`src/hdl/indicator_map.svh`:
```
// register indices, field positions, reset values and timing constants
// for the indicator output block; included by the package only
`ifndef INDICATOR_MAP_SVH
`define INDICATOR_MAP_SVH

// register indices; byte address on the bus is four times the index
`define MODE_IDX      12'h450
`define OVR_IDX       12'h451
`define PINFN_IDX     12'h452

// reset values and writable-bit masks
`define MODE_RST      16'h2610
`define OVR_RST       16'h0000
`define PINFN_RST     3'h0
`define MODE_WMASK    16'h7fff
`define OVR_WMASK     16'h0fff

// field positions
`define BYPASS_BIT    14
`define BLINK_LSB     12
`define COMPL_LSB     9
`define OPT_W         4
`define OVR_W         3

// timing: clock rate in MHz, blink periods and activity stretch in ms
`define CLK_MHZ       50
`define BLINK_50_MS   50
`define BLINK_100_MS  100
`define BLINK_200_MS  200
`define BLINK_500_MS  500
`define STRETCH_MS    50

`endif

```
`src/hdl/indicator_pkg.sv`:
```
// types shared by the indicator output block
// assumes indicator_map.svh is on the include path
`include "indicator_map.svh"

package indicator_pkg;

  // apb request from the master and answer from this slave
  typedef struct packed {
    logic        psel;
    logic        penable;
    logic        pwrite;
    logic [15:0] paddr;
    logic [31:0] pwdata;
  } apb_req_t;

  typedef struct packed {
    logic [31:0] prdata;
    logic        pready;
    logic        pslverr;
  } apb_rsp_t;

  // status arriving from the transceiver core
  typedef struct packed {
    logic       link_up;
    logic       is_master;
    logic       tx_act;
    logic       rx_act;
    logic       mii_tx_err;
    logic       mii_rx_err;
    logic       prbs_err;
    logic       basic_status_read;
    logic       prbs_err_clear;
    logic [5:0] compl_sig;
  } ind_in_t;

  // per-indicator source codes
  typedef enum logic [3:0] {
    SRC_LINK       = 4'b0000,
    SRC_LINK_TXRX  = 4'b0001,
    SRC_LINK_TX    = 4'b0010,
    SRC_LINK_RX    = 4'b0011,
    SRC_MASTER     = 4'b0100,
    SRC_SLAVE      = 4'b0101,
    SRC_ACT_STR    = 4'b0110,
    SRC_LINK_LOST  = 4'b1001,
    SRC_PRBS_LATCH = 4'b1010,
    SRC_MII_ERR    = 4'b1011
  } src_t;

  // indicator-zero pin functions
  typedef enum logic [2:0] {
    PIN_NORMAL = 3'b000,
    PIN_COMPL  = 3'b101,
    PIN_ZERO   = 3'b110,
    PIN_ONE    = 3'b111
  } pin_fn_t;

  // whole state of the block
  typedef struct packed {
    logic [15:0] mode;
    logic [15:0] ovr;
    logic [2:0]  pin0_fn;
    logic [23:0] blink_cnt;
    logic        phase;
    logic [2:0]  act_seen;
    logic [23:0] act_cnt;
    logic [23:0] err_cnt;
    logic        link_q;
    logic        link_lost;
    logic        prbs_latch;
    logic [2:0]  ind;
    logic [31:0] prdata;
  } st_t;

endpackage

```
`src/hdl/indicator_output_config.sv`:
```
// indicator output block: source select, blink, stretch, latches,
// override and polarity for three indicators, apb register slave
// assumes status inputs synchronous to pclk and a zero-wait apb master
//
// Contract
// - the two-bit blink field picks a 50, 100, 200 or 500 ms period.
// - codes 0000..0011 give link, or link with blink on txrx/tx/rx.
// - codes 0100 and 0101 light on link as master or as slave.
// - code 0110 shows combined activity stretched to stay visible.
// - code 1001 latches link loss until the basic status read.
// - code 1010 latches a prbs error until its clear strobe.
// - code 1011 shows mii transmit or receive errors, stretched.
// - the mode register resets to 0x2610.
// - an override enable drives its override value instead.
// - a three-bit selector routes one compliance signal to pin zero.
// - pin-zero function 000 is the indicator, 101 the compliance one.
`timescale 1ns/1ps

module indicator_output_config
  import indicator_pkg::*;
#(
  parameter int unsigned BLINK_50_CYC  = `BLINK_50_MS  * 1000 * `CLK_MHZ,
  parameter int unsigned BLINK_100_CYC = `BLINK_100_MS * 1000 * `CLK_MHZ,
  parameter int unsigned BLINK_200_CYC = `BLINK_200_MS * 1000 * `CLK_MHZ,
  parameter int unsigned BLINK_500_CYC = `BLINK_500_MS * 1000 * `CLK_MHZ,
  parameter int unsigned STRETCH_CYC   = `STRETCH_MS   * 1000 * `CLK_MHZ
) (
  input  wire logic     pclk,
  input  wire logic     presetn,
  input  wire apb_req_t apb_req,
  output apb_rsp_t      apb_rsp,
  input  wire ind_in_t  status,
  output logic [2:0]    indicator
);

  localparam st_t ST_RST = '{
    mode: `MODE_RST, ovr: `OVR_RST, pin0_fn: `PINFN_RST,
    default: '0};

  st_t         st;
  st_t         next_st;
  logic [23:0] half;
  logic        setup;
  logic        access;
  logic [1:0]  hit;
  logic        act_raw;
  logic        err_raw;
  logic        act_s;
  logic        err_s;
  logic        lvl;

  // register decode: 0 mode, 1 override, 2 pin function, 3 unmapped
  function automatic logic [1:0] reg_hit(input logic [15:0] a);
    logic [1:0] r;
    r = 2'h3;
    if (a == {2'b00, `MODE_IDX, 2'b00})  r = 2'h0;
    if (a == {2'b00, `OVR_IDX, 2'b00})   r = 2'h1;
    if (a == {2'b00, `PINFN_IDX, 2'b00}) r = 2'h2;
    return r;
  endfunction

  // level of one indicator for its source code, before override
  function automatic logic src_level(input logic [3:0] code,
                                     input ind_in_t    in,
                                     input st_t        s,
                                     input logic       a_s,
                                     input logic       e_s);
    logic r;
    r = 1'b0;
    case (src_t'(code))
      SRC_LINK:       r = in.link_up;
      SRC_LINK_TXRX:  r = in.link_up & ~(s.act_seen[0] & s.phase);
      SRC_LINK_TX:    r = in.link_up & ~(s.act_seen[1] & s.phase);
      SRC_LINK_RX:    r = in.link_up & ~(s.act_seen[2] & s.phase);
      SRC_MASTER:     r = in.link_up & in.is_master;
      SRC_SLAVE:      r = in.link_up & ~in.is_master;
      SRC_ACT_STR:    r = a_s;
      SRC_LINK_LOST:  r = s.link_lost;
      SRC_PRBS_LATCH: r = s.prbs_latch;
      SRC_MII_ERR:    r = e_s;
      default:        r = 1'b0; // reserved codes stay dark
    endcase
    return r;
  endfunction

  // apb answer: zero wait states, read data captured in setup
  assign setup            = apb_req.psel & ~apb_req.penable;
  assign access           = apb_req.psel & apb_req.penable;
  assign hit              = reg_hit(apb_req.paddr);
  assign apb_rsp.pready   = 1'b1;
  assign apb_rsp.pslverr  = access & (hit == 2'h3);
  assign apb_rsp.prdata   = st.prdata;
  assign indicator        = st.ind;

  assign act_raw = status.tx_act | status.rx_act;
  assign err_raw = status.mii_tx_err | status.mii_rx_err;

  // raw event also counts as stretched so the first cycle is not lost
  assign act_s = st.mode[`BYPASS_BIT] ? act_raw
               : (act_raw | (st.act_cnt != 24'h0));
  assign err_s = st.mode[`BYPASS_BIT] ? err_raw
               : (err_raw | (st.err_cnt != 24'h0));

  // one toggle of the blink phase every half of the selected period
  always_comb begin
    case (st.mode[`BLINK_LSB +: 2])
      2'b00:   half = 24'(BLINK_50_CYC / 2);
      2'b01:   half = 24'(BLINK_100_CYC / 2);
      2'b10:   half = 24'(BLINK_200_CYC / 2);
      default: half = 24'(BLINK_500_CYC / 2);
    endcase
  end

  // next-state logic for registers, timers, latches and outputs
  always_comb begin
    next_st = st;
    lvl     = 1'b0;

    // register writes take effect in the access phase
    if (access && apb_req.pwrite) begin
      case (hit)
        2'h0:    next_st.mode = apb_req.pwdata[15:0] & `MODE_WMASK;
        2'h1:    next_st.ovr  = apb_req.pwdata[15:0] & `OVR_WMASK;
        2'h2:    next_st.pin0_fn = apb_req.pwdata[2:0];
        default: next_st.mode = st.mode;
      endcase
    end
    if (setup) begin
      case (hit)
        2'h0:    next_st.prdata = {16'h0000, st.mode};
        2'h1:    next_st.prdata = {16'h0000, st.ovr};
        2'h2:    next_st.prdata = {29'h0, st.pin0_fn};
        default: next_st.prdata = 32'h0;
      endcase
    end

    // a shorter rate takes effect at once thanks to the >= compare
    if (st.blink_cnt >= half - 24'h1) begin
      next_st.blink_cnt = 24'h0;
      next_st.phase     = ~st.phase;
      next_st.act_seen  = 3'b000;
    end else begin
      next_st.blink_cnt = st.blink_cnt + 24'h1;
    end
    // activity set after the clear, so an event at the toggle survives
    next_st.act_seen = next_st.act_seen |
      {status.rx_act, status.tx_act, act_raw};

    // stretch timers reload on every event
    if (act_raw)
      next_st.act_cnt = 24'(STRETCH_CYC);
    else if (st.act_cnt != 24'h0)
      next_st.act_cnt = st.act_cnt - 24'h1;
    if (err_raw)
      next_st.err_cnt = 24'(STRETCH_CYC);
    else if (st.err_cnt != 24'h0)
      next_st.err_cnt = st.err_cnt - 24'h1;

    // sticky latches: a new event wins over a clear in the same cycle
    next_st.link_q = status.link_up;
    if (status.basic_status_read)
      next_st.link_lost = 1'b0;
    if (st.link_q && !status.link_up)
      next_st.link_lost = 1'b1;
    if (status.prbs_err_clear)
      next_st.prbs_latch = 1'b0;
    if (status.prbs_err)
      next_st.prbs_latch = 1'b1;

    // per indicator: source, override, then polarity
    for (int i = 0; i < 3; i++) begin
      lvl = src_level(st.mode[i*`OPT_W +: `OPT_W], status, st,
                      act_s, err_s);
      if (st.ovr[i*`OVR_W + 2])
        lvl = st.ovr[i*`OVR_W + 1];
      next_st.ind[i] = lvl ^ st.ovr[i*`OVR_W];
    end

    // indicator zero pin function; other codes drive indicator zero low
    case (pin_fn_t'(st.pin0_fn))
      PIN_NORMAL: next_st.ind[0] = next_st.ind[0];
      PIN_COMPL: begin
        if (st.ovr[`COMPL_LSB +: 3] < 3'h6)
          next_st.ind[0] =
            status.compl_sig[st.ovr[`COMPL_LSB +: 3]];
        else
          next_st.ind[0] = 1'b0;
      end
      PIN_ONE:    next_st.ind[0] = 1'b1;
      default:    next_st.ind[0] = 1'b0;
    endcase
  end

  // single state register
  always_ff @(posedge pclk or negedge presetn) begin
    if (!presetn)
      st <= ST_RST;
    else
      st <= next_st;
  end
endmodule // indicator_output_config

```
`config.mk`:
```
export PLATFORM = sky130hd
export DESIGN_NAME = indicator_output_config
export DESIGN_NICKNAME = d
export VERILOG_FILES = /design/src/hdl/indicator_pkg.sv /design/src/hdl/indicator_output_config.sv
export VERILOG_INCLUDE_DIRS = /design/src /design/src/hdl
export SDC_FILE = /design/constraint.sdc
export NUM_CORES = 1
export LEC_CHECK = 0
export ABC_CLOCK_PERIOD_IN_PS = 3130
export BUFFER_PORTS_ARGS = -buffer_cell sky130_fd_sc_hd__buf_2
export CAP_MARGIN = 20
export CORE_MARGIN = 2
export CORE_UTILIZATION = 25
export DETAILED_ROUTE_END_ITERATION = 6
export HOLD_SLACK_MARGIN = 0.12
export SYNTH_ARGS = -nofsm -noshare
export SYNTH_HDL_FRONTEND = slang
export SYNTH_SLANG_ARGS = --single-unit
```
`constraint.sdc`:
```
create_clock -name pclk -period 3.13 [get_ports pclk]
set_clock_uncertainty 0.1 [all_clocks]
set_input_delay 0.626 -clock pclk [delete_from_list [all_inputs] [get_ports pclk]]
set_output_delay 0.626 -clock pclk [all_outputs]
set_load 0.02 [all_outputs]
```
; ---- Word level (Yosys, flattened, before mapping)
; Cells that the tools add are included.
[word_totals]
register_bits = 144
inputBits = 68
out_inout_bits = 37
wordCells = 127
[op_classes]
eq_ne = 37
addsub = 4
reduce_logical = 18
bitwise_logic = 25
magnitude_cmp = 3
n_mux = 27
[ops]
columns = op, count
row1 = 24-bit two-way mux, 5
row2 = 24-bit case mux with 3 select lines, 1
row3 = "24-bit by 1-bit subtractor with 24-bit output, second input constant", 3
row4 = "16-bit by 13-bit equality test with 1-bit output, second input constant", 3
row5 = 24-bit nonzero test, 2
row6 = 15-bit case mux with 3 select lines, 1
row7 = "4-bit by 3-bit equality test with 1-bit output, second input constant", 9
row8 = "4-bit equality test, second input constant", 9
row9 = 1-bit case mux with 10 select lines, 3
row10 = "24-bit by 1-bit adder with 24-bit output, second input constant", 1
row11 = "4-bit by 2-bit equality test with 1-bit output, second input constant", 6
row12 = 24-bit >= comparator, 1
row13 = "4-bit by 1-bit equality test with 1-bit output, second input constant", 3
row14 = 4-bit logical NOT, 3
row15 = 1-bit AND, 11
row16 = 1-bit two-way mux, 11
row17 = 2-bit nonzero test, 4
row18 = "2-bit equality test, second input constant", 3
row19 = "3-bit equality test, second input constant", 2
row20 = 2-bit two-way mux, 3
row21 = 1-bit NOT, 6
row22 = 2-bit AND reduction, 3
row23 = "2-bit by 1-bit equality test with 1-bit output, second input constant", 2
row24 = 2-bit logical NOT, 2
row25 = 11 further kinds, 17

; ---- Longest topological paths before layout
; Gate-level depths: netlist of run 1.
[logic_depth]
depth_word = 7
depth_mapped = 12
depth_no_buf = 11

; ---- Least setup slack after synthesis of run 1
; OpenSTA, ideal clock, no wires.
[synth_path]
path_type = flip-flop to flip-flop
start = register st[146] (netlist name)
end = register st[105] (netlist name)
setup_ns = 0.132
synth_period_minus_slack_ns = 2.899
stages_incl_launch_ff = 11
path_slack_ns = 0.231
path_buffers = 1
required_time_ns = 2.898
t_arrival_ns = 2.667
cell_sequence = dfstp_2 inv_1 ha_1 ha_1 nand4_1 a2111oi_0 a221oi_1 a211o_1 nand3_1 clkbuf_1 nor2_1
[synth_lines]
columns = item, line
row1 = "start, declared", indicator_output_config.sv:40  ; st_t st;
row2 = "start signal, assigned", indicator_output_config.sv:199  ; st <= next_st;

==> flow_summary.ini, run 1 <==
[floorplanning]
die_h_um = 173
die_w_um = 173
initial_core_util_pct = 25.6
core_um2 = 28000
num_rows = 61
die_area_um2 = 30000
ioPinCount = 105

[timing]
rsz0062_at_grt = no
fin_ws_ns = 0.245
fmax_ghz = 0.347
finalHoldViolations = 0
min_period_ns = 2.88
setup_viol = 0
tightest_slew_ns = 0.847
post-route-period-util_pct = 92.2
drv_slew = 0
tns_ns = 0
relSlewSlack_pct = 43.5

[synth]
syn_inst = 741
synth_area_um2 = 7160
synth.area.top_cells = dfrtp_1 43%, ha_1 5.6%, nor2_1 4.8%
synth_commonest_cells = 123 x dfrtp_1, 92 x nor2_1, 74 x nand2_1
synth_most_common_cell = dfrtp_1
synth-seq-area-share_pct = 44.5
synth-seq-cells = 127
yosysWarnings = 0
synthDistinctLibCells = 63
yosysTopAreaCell = dfrtp_1
syn_area_per_cell_um2 = 9.66
yosysTopAreaCellShare_pct = 43.0
synth_edf_count = 0
synthArstFlopShare_pct = 100
synth_flop_cell = dfrtp_1

[min_path]
min_from = status[8]
min_path_type = in2reg

[critical_path]
crit_path_max_fanout = 24
cpPeakStageDelay_ns = 0.58
path_cells = inv_1 > ha_1 > buf_4 > ha_1 > a2111oi_0 > o21ai_1 > a221oi_1 > a211o_1 > nand3_2 > buf_12 > nor2_1
critPathArrivalTime_ns = 3.13
endpoint_kind = flop
crit_required_ns = 3.37
startpoint_type = flop
timing.rr.start = st[146]
startpoint = st[146]
cp_common_cell = ha_1
critical_path_class = reg2reg
slowest_stage = dfstp_2

[placement]
place_hpwl_mm = 11.7
dpl.cell_count = 1158
dpl-instance-area_um2 = 7820
numPortBuffers = 69
gp_congestion = 0.804
place_ws_ns = 0.0690

[drt]
routed-via-count = 5310
post-route-drc-count = 0
vias_per_cell = 4.45
routedWlPerCell_um = 13.3
wirelength_mm = 15.9
drtIter0Drc = 276
antenna_left = 0
dr.pass1.iters = 5

[job]
max_cap_viol_count = 0

[final_layout]
fin_util_pct = 30.0
layout-drive-gt1-share_pct = 20.1
finalNonFillerCells = 1193
layout.nets = 901
syn2layout_area_growth_pct = 17.5
design_area_um2 = 8410

[outcome]
status = completed

[clocking]
clkSinkCount = 127
cts_tree = yes
cts_buffers = 17
cts_max_level = 4
worstSkewPairLatency_ns = 0.41
cts_buffer_depth = 2
root_buffer = clkbuf_16
cts.reportedPaths.clkPinSlew_ns = 0.06

[pwr]
powerDensity_nw_per_um2 = 449
leakage_nw = 3.69
vdd_drop_max_v = 0.000365

[global_routing]
grt_max_degree = 61
grt_pass1_vias = 5271
grt_usage_pct = 11.0
antenna_found_initial = 1
grt_overflow = 0
grt_pass1_wl_mm = 27.0
==> worst max-delay path: cells and delay by family (launching register included) <==
kind	cells	cell delay, ns
DFF	1	0.58
adders and majority gates	2	0.37
AOI/OAI and AO/OA	4	1.04
buffers and inverters	3	0.46
and+or+nand+nor	2	0.26
==> placed cells by master, fill, tap and decap left out, types with 15 or more instances in the layout <==
cell type / instances
buf_2: 68
buf_4: 17
clkbuf_16: 17
conb_1: 18
dfrtp_1: 123
ha_1: 32
inv_1: 22
mux2_2: 28
mux2i_1: 15
nand2_1: 74
nand3_1: 25
nor2_1: 92
nor3_1: 17
o21ai_0: 25
xnor2_1: 36
xor2_1: 32
==> flip-flops by register name (all words and copies together), names as in the netlist <==
name,cells
apb_rsp,15
indicator,3
st,109
==> power by group <==
group	internal, mW	switching [mW]	total (mW)
combinational	0.0779	0.146	0.224
clock	1.16	0.722	1.88
sequential	1.66	0.0173	1.68
==> per-stage QoR <==
step / total power, mW / hold WS, ns
5_1_grt: 3.93 / 0.320
3_3_place_gp: 1.93 / 0.344
4_1_cts: 3.83 / 0.299
2_1_floorplan: 1.84 / 0.230
3_5_place_dp: 1.93 / 0.355
6_report: 3.78 / 0.306
==> logic make-up after synthesis <==
group / Yosys count / synth area share [%]
AO/OA/AOI/OAI: 88 / 8.25
multiplexers: 44 / 6.82
adder cells (fa/ha/maj): 32 / 5.59
flip-flops: 127 / 44.5
AND/OR/NAND/NOR: 294 / 19.9
buffers and inverters: 86 / 6.52
other: 2 / 0.105
XOR/XNOR: 68 / 8.32
==> worst paths after layout <==
| check | slack, ns | endpoint | cells past startpoint |
|---|---|---|---|
| max in group asynchronous | 1.48 | st[35] | 3 |
| worst min register to register | 0.36 | st[90] | 1 |
| worst min-delay path | 0.31 | st[35] | 2 |
| worst max-delay path | 0.25 | st[111] | 11 |
| min in group asynchronous | 0.59 | apb_rsp[11] | 2 |
| worst max register to register | 0.25 | st[111] | 11 |
==> area by class of cell <==
| cell class | count | area, um^2 |
|---|---|---|
| Antenna cell | 1 | 2.50 |
| Clock inverter | 8 | 81.3 |
| Sequential cell | 127 | 3180 |
| Fill cell | 2889 | 19600 |
| Inverter | 23 | 86.3 |
| Clock buffer | 24 | 482 |
| Multi-Input combinational cell | 544 | 3580 |
| Timing Repair Buffer | 88 | 518 |
| Tap cell | 378 | 473 |
==> per-layer routing <==
| layer | global-route usage (%) | part of all wire [%] | vias to the layer above |
|---|---|---|---|
| li1 | - | - | 2639 |
| met1 | 14.2 | 47 | 2564 |
| met2 | 18.0 | 48 | 97 |
| met3 | 2.77 | 4.3 | 10 |
| met4 | 3.88 | 1.2 | 0 |
| met5 | 0 | 0 | - |
==> timing repair <==
item                       4_1_cts  5_1_grt
buffers inserted                 0        1
resized for setup                0        5
setup endpoints to repair        0       27
hold buffers                     1        0
hold endpoints to repair        29        0
Power figures use the tool's default switching activity.
==> inputs of run 2 (changes only) <==
- CTS_BUF_LIST: not set -> sky130_fd_sc_hd__clkbuf_4
==> run 2 against run 1 <==
Sequential power is essentially flat. Combinational power about the same. Critical path type unchanged. Fmax is 0.82% lower. Register-to-register slack worse by 0.02 ns. Largest cell class unchanged.
==> flow_summary.ini, run 2 (same netlist as run 1, synthesis figures left out) <==
[clocking]
clkSinkCount = 127
cts_tree = yes
cts_buffer_depth = 2
worstSkewPairLatency_ns = 0.52
cts_buffers = 17
cts.reportedPaths.clkPinSlew_ns = 0.12
root_buffer = clkbuf_4
cts_max_level = 4

[drt]
routed-via-count = 5284
vias_per_cell = 4.43
routedWlPerCell_um = 13.3
wirelength_mm = 15.8
antenna_left = 0
post-route-drc-count = 0
drtIter0Drc = 276
dr.pass1.iters = 7

[critical_path]
path_cells = inv_1 > ha_1 > buf_4 > ha_1 > a2111oi_0 > o21ai_1 > a221oi_1 > a211o_1 > nand3_2 > buf_12 > nor2_1
endpoint_kind = flop
r2r_cells = 11
cp_common_cell = ha_1
reg2reg_slack_ns = 0.22
crit_required_ns = 3.48
critPathArrivalTime_ns = 3.26
timing.rr.start = st[146]
startpoint = st[146]
crit_path_max_fanout = 24
critical_path_class = reg2reg
cpPeakStageDelay_ns = 0.61
crit_end = st[111]
slowest_stage = dfstp_2
reg2reg_to = st[111]
startpoint_type = flop

[global_routing]
grt_pass1_wl_mm = 26.8
grt_overflow = 0
grt_pass1_vias = 5250
grt_max_degree = 61
grt_usage_pct = 11.0
antenna_found_initial = 2

[floorplanning]
die_w_um = 173
die_h_um = 173
ioPinCount = 105
initial_core_util_pct = 25.6
die_area_um2 = 30000
num_rows = 61
core_um2 = 28000

[pwr]
p_sw_uw = 777
power.share.sequential_pct = 57.0
comb_power_share_pct = 7.6
leakage_nw = 3.56
finalPower_mw = 2.93
p_int_mw = 2.16
switching_share_pct = 26.5
pwr-share-clk_pct = 35.3
powerDensity_nw_per_um2 = 362
vdd_drop_max_v = 0.000192

[timing]
post-route-period-util_pct = 92.9
drv_slew = 0
finalHoldViolations = 0
setup_viol = 0
min_period_ns = 2.91
fmax_ghz = 0.344
tightest_slew_ns = 0.870
relSlewSlack_pct = 42.0

[final_layout]
regMostFlops = st
final_cell_mix = 123 x dfrtp_1, 92 x nor2_1, 74 x nand2_1
design_area_um2 = 8100
layout-drive-gt1-share_pct = 20.3
syn2layout_area_growth_pct = 13.2
final_common_cell = dfrtp_1
layout.nets = 901
largest_register_ff_count = 109

[outcome]
status = completed

[placement]
place_hpwl_mm = 11.7
numPortBuffers = 69
dpl-instance-area_um2 = 7820
gp_congestion = 0.804

[job]
max_cap_viol_count = 0

[min_path]
min_path_type = in2reg
==> run 2: per-stage QoR <==
stage	hold slack [ns]	worst slack, ns	utilization, %	cells	TNS [ns]
2_1_floorplan	0.230	0.231	-	757	0
3_3_place_gp	0.344	0.0925	27.9	1158	0
3_5_place_dp	0.355	0.0690	27.9	1158	0
4_1_cts	0.162	0.0211	28.8	1191	0
5_1_grt	0.156	-0.00167	28.9	1193	-0.00333
6_report	0.203	0.221	28.9	1194	0
==> run 2: area by class of cell <==
class / count / area (um^2)
clock buffers: 21 / 158
inverters: 23 / 86.3
repair buffers: 88 / 518
flip-flops and latches: 127 / 3180
well taps: 378 / 473
diodes: 2 / 5.00
fillers: 2930 / 19900
multi-input cells: 544 / 3580
clock inverters: 11 / 92.6
==> run 2: critical path: cells and delay by family, from the launching register on <==
family	cells	cell delay (ns)
AO/OA/AOI/OAI	4	1.04
adder cells (fa/ha/maj)	2	0.37
buffers and inverters	3	0.45
flip-flops	1	0.61
AND/OR/NAND/NOR	2	0.25
==> run 2: what timing repair did <==
action	in CTS	in global routing
hold endpoints to repair	29	0
resized for setup	0	5
endpoints found under the setup margin	0	28
buffers inserted	0	1
hold buffers	1	0
==> run 2: power by group through the flow <==
stage	Combinational, mW	Clock (mW)	Sequential, mW
2_1_floorplan	0.138	0	1.70
3_3_place_gp	0.227	0	1.70
3_5_place_dp	0.228	0	1.71
4_1_cts	0.230	1.08	1.67
5_1_grt	0.255	1.15	1.68
6_report	0.224	1.04	1.67
==> run 2: metal layers <==
layer,track usage (%),vias to the layer above,wire (um)
li1,-,2640,-
met5,0,-,0
met2,17.8,85,7420
met4,3.64,0,252
met3,2.77,15,604
met1,14.2,2544,7560
==> run 2: how the worst min path moves through the flow <==
| stage | start | endpoint | slack, ns | cells after the start |
|---|---|---|---|---|
| after global routing | apb_req[13] | st[146] | 0.16 | 3 |
| after CTS | apb_req[12] | st[145] | 0.16 | 3 |
| final | apb_req[12] | st[145] | 0.20 | 3 |
| after global placement | st[90] | st[90] | 0.34 | 1 |
| after detailed placement | st[90] | st[90] | 0.35 | 1 |
| after floorplan | presetn | apb_rsp[10] | 0.23 | 0 |
==> inputs of run 3 (changes only) <==
- CORE_ASPECT_RATIO: not set -> 1.1
==> run 3 against run 2 <==
First-iteration DRC count increased by 2.2%. Cell count decreased by 1.4%. Critical path depth decreased by 1. Sequential power about the same. Clock power increased by 9%. Via count increased by 1.8%. Worst setup slack improved by 0.012 ns. Wire length increased by 0.81%. Largest cell class unchanged. Combinational power about the same. Register-to-register slack about the same.
==> flow_summary.ini, run 3 (same netlist as run 1, synthesis figures left out) <==
[placement]
numPortBuffers = 69
place_hpwl_mm = 11.7
place_ws_ns = -0.00853
dpl-instance-area_um2 = 7780
gp_congestion = 0.811

[pwr]
powerDensity_nw_per_um2 = 374
vdd_drop_max_v = 0.000189
leakage_nw = 3.56

[timing]
fin_ws_ns = 0.233
tns_ns = 0
hold_ws_ns = 0.185
rsz0062_at_grt = no
setup_viol = 0
tightest_slew_ns = 0.872
fmax_ghz = 0.345
post-route-period-util_pct = 92.5
relSlewSlack_pct = 41.9
finalHoldViolations = 0
min_period_ns = 2.90
drv_slew = 0

[floorplanning]
num_rows = 64
die_w_um = 165
core_um2 = 28000
initial_core_util_pct = 25.5
die_h_um = 181
ioPinCount = 105
die_area_um2 = 30000

[final_layout]
fin_util_pct = 28.9
syn2layout_area_growth_pct = 13.1
fill_cells = 2936
final_common_cell = dfrtp_1
final_cell_mix = 123 x dfrtp_1, 92 x nor2_1, 74 x nand2_1
design_area_um2 = 8100
largest_register_ff_count = 109
layout.nets = 899
regMostFlops = st
layout-drive-gt1-share_pct = 20.4

[global_routing]
antenna_found_initial = 3
grt_overflow = 0
grt_usage_pct = 11.0
grt_max_degree = 53
grt_pass1_wl_mm = 26.1
grt_pass1_vias = 5265

[clocking]
clkSinkCount = 127
cts_max_level = 4
cts_buffer_depth = 2
root_buffer = clkbuf_4
worstSkewPairLatency_ns = 0.55
cts.reportedPaths.clkPinSlew_ns = 0.12
cts_tree = yes
cts_buffers = 17

[outcome]
status = completed

[drt]
vias_per_cell = 4.57
drtIter0Drc = 282
wirelength_mm = 16.0
antenna_left = 0
post-route-drc-count = 0
routed-via-count = 5378
dr.pass1.iters = 4
routedWlPerCell_um = 13.6

[critical_path]
cp_num_buf_inv = 2
critical_path_class = reg2reg
crit_path_max_fanout = 11
critPathArrivalTime_ns = 3.24
cp_common_cell = ha_1
path_cells = inv_1 > ha_1 > ha_1 > nand4_1 > a2111oi_2 > a221oi_1 > a211o_1 > nand3_2 > buf_4 > nor2_1
slowest_stage = dfstp_2
critical-path-top-delay-family = compound AO/OA/AOI/OAI gates
startpoint_type = flop
cpPeakStageDelay_ns = 0.61
endpoint_kind = flop
crit_required_ns = 3.48

[min_path]
min_path_type = in2reg

[job]
max_cap_viol_count = 0
## run 3: changes by cell type in the layout (fill, tap and decap cells not counted), sizes merged
cell / before / now
clkbuf: 21 / 18
buf: 87 / 85
bufinv: 1 / 2
clkinvlp: 2 / 3
inv: 24 / 25
## run 3: final timing paths
kind,from,end,slack (ns),cells past startpoint
setup / recovery,st[146],st[96],0.23,10
hold / removal,status[8],st[35],0.18,2
setup reg to reg,st[146],st[96],0.23,10
hold reg to reg,st[90],st[90],0.37,1
max in group asynchronous,presetn,st[146],1.55,3
min in group asynchronous,presetn,apb_rsp[11],0.51,2
## run 3: final cells by class
cell class | count | area, um^2 | area share [%]
antenna | 2 | 5.00 | 0.0618
clock inverter | 14 | 143 | 1.76
inverter | 23 | 86.3 | 1.07
sequential | 127 | 3180 | 39.3
clock buffer | 18 | 135 | 1.67
timing repair buffer | 86 | 507 | 6.26
multi-input combinational | 544 | 3580 | 44.3
tap | 363 | 454 | 5.61
## run 3: metal layers
layer | track usage, % | part of all wire, % | vias up
li1 | - | - | 2643
met1 | 14.0 | 46 | 2597
met3 | 2.95 | 5.1 | 24
met2 | 17.8 | 47 | 112
met5 | 0 | 0.081 | -
met4 | 3.76 | 1.8 | 2
## run 3: worst register-to-register path: cells and delay by family, from the launching register on
family                     cells  cell delay [ns]
AOI/OAI and AO/OA              3             0.83
adders and majority gates      2             0.66
DFF                            1             0.61
and+or+nand+nor                3             0.32
buffers and inverters          2             0.30
## run 3: power breakdown
| part | switching (mW) | internal (mW) | total, mW |
|---|---|---|---|
| sequential | 0.0178 | 1.66 | 1.67 |
| clock | 0.651 | 0.481 | 1.13 |
| combinational | 0.146 | 0.0780 | 0.224 |
## run 3: what timing repair did
action	in CTS	in global routing
pin swaps	0	2
hold endpoints to repair	40	0
setup buffers	0	1
hold buffers	1	0
setup endpoints to repair	13	24
gates resized for setup	1	5
## run 3: stage by stage
stage | power, mW | instances
2_1_floorplan | 1.84 | 757
3_3_place_gp | 1.93 | 1141
3_5_place_dp | 1.93 | 1141
4_1_cts | 3.08 | 1174
5_1_grt | 3.19 | 1176
6_report | 3.03 | 1177
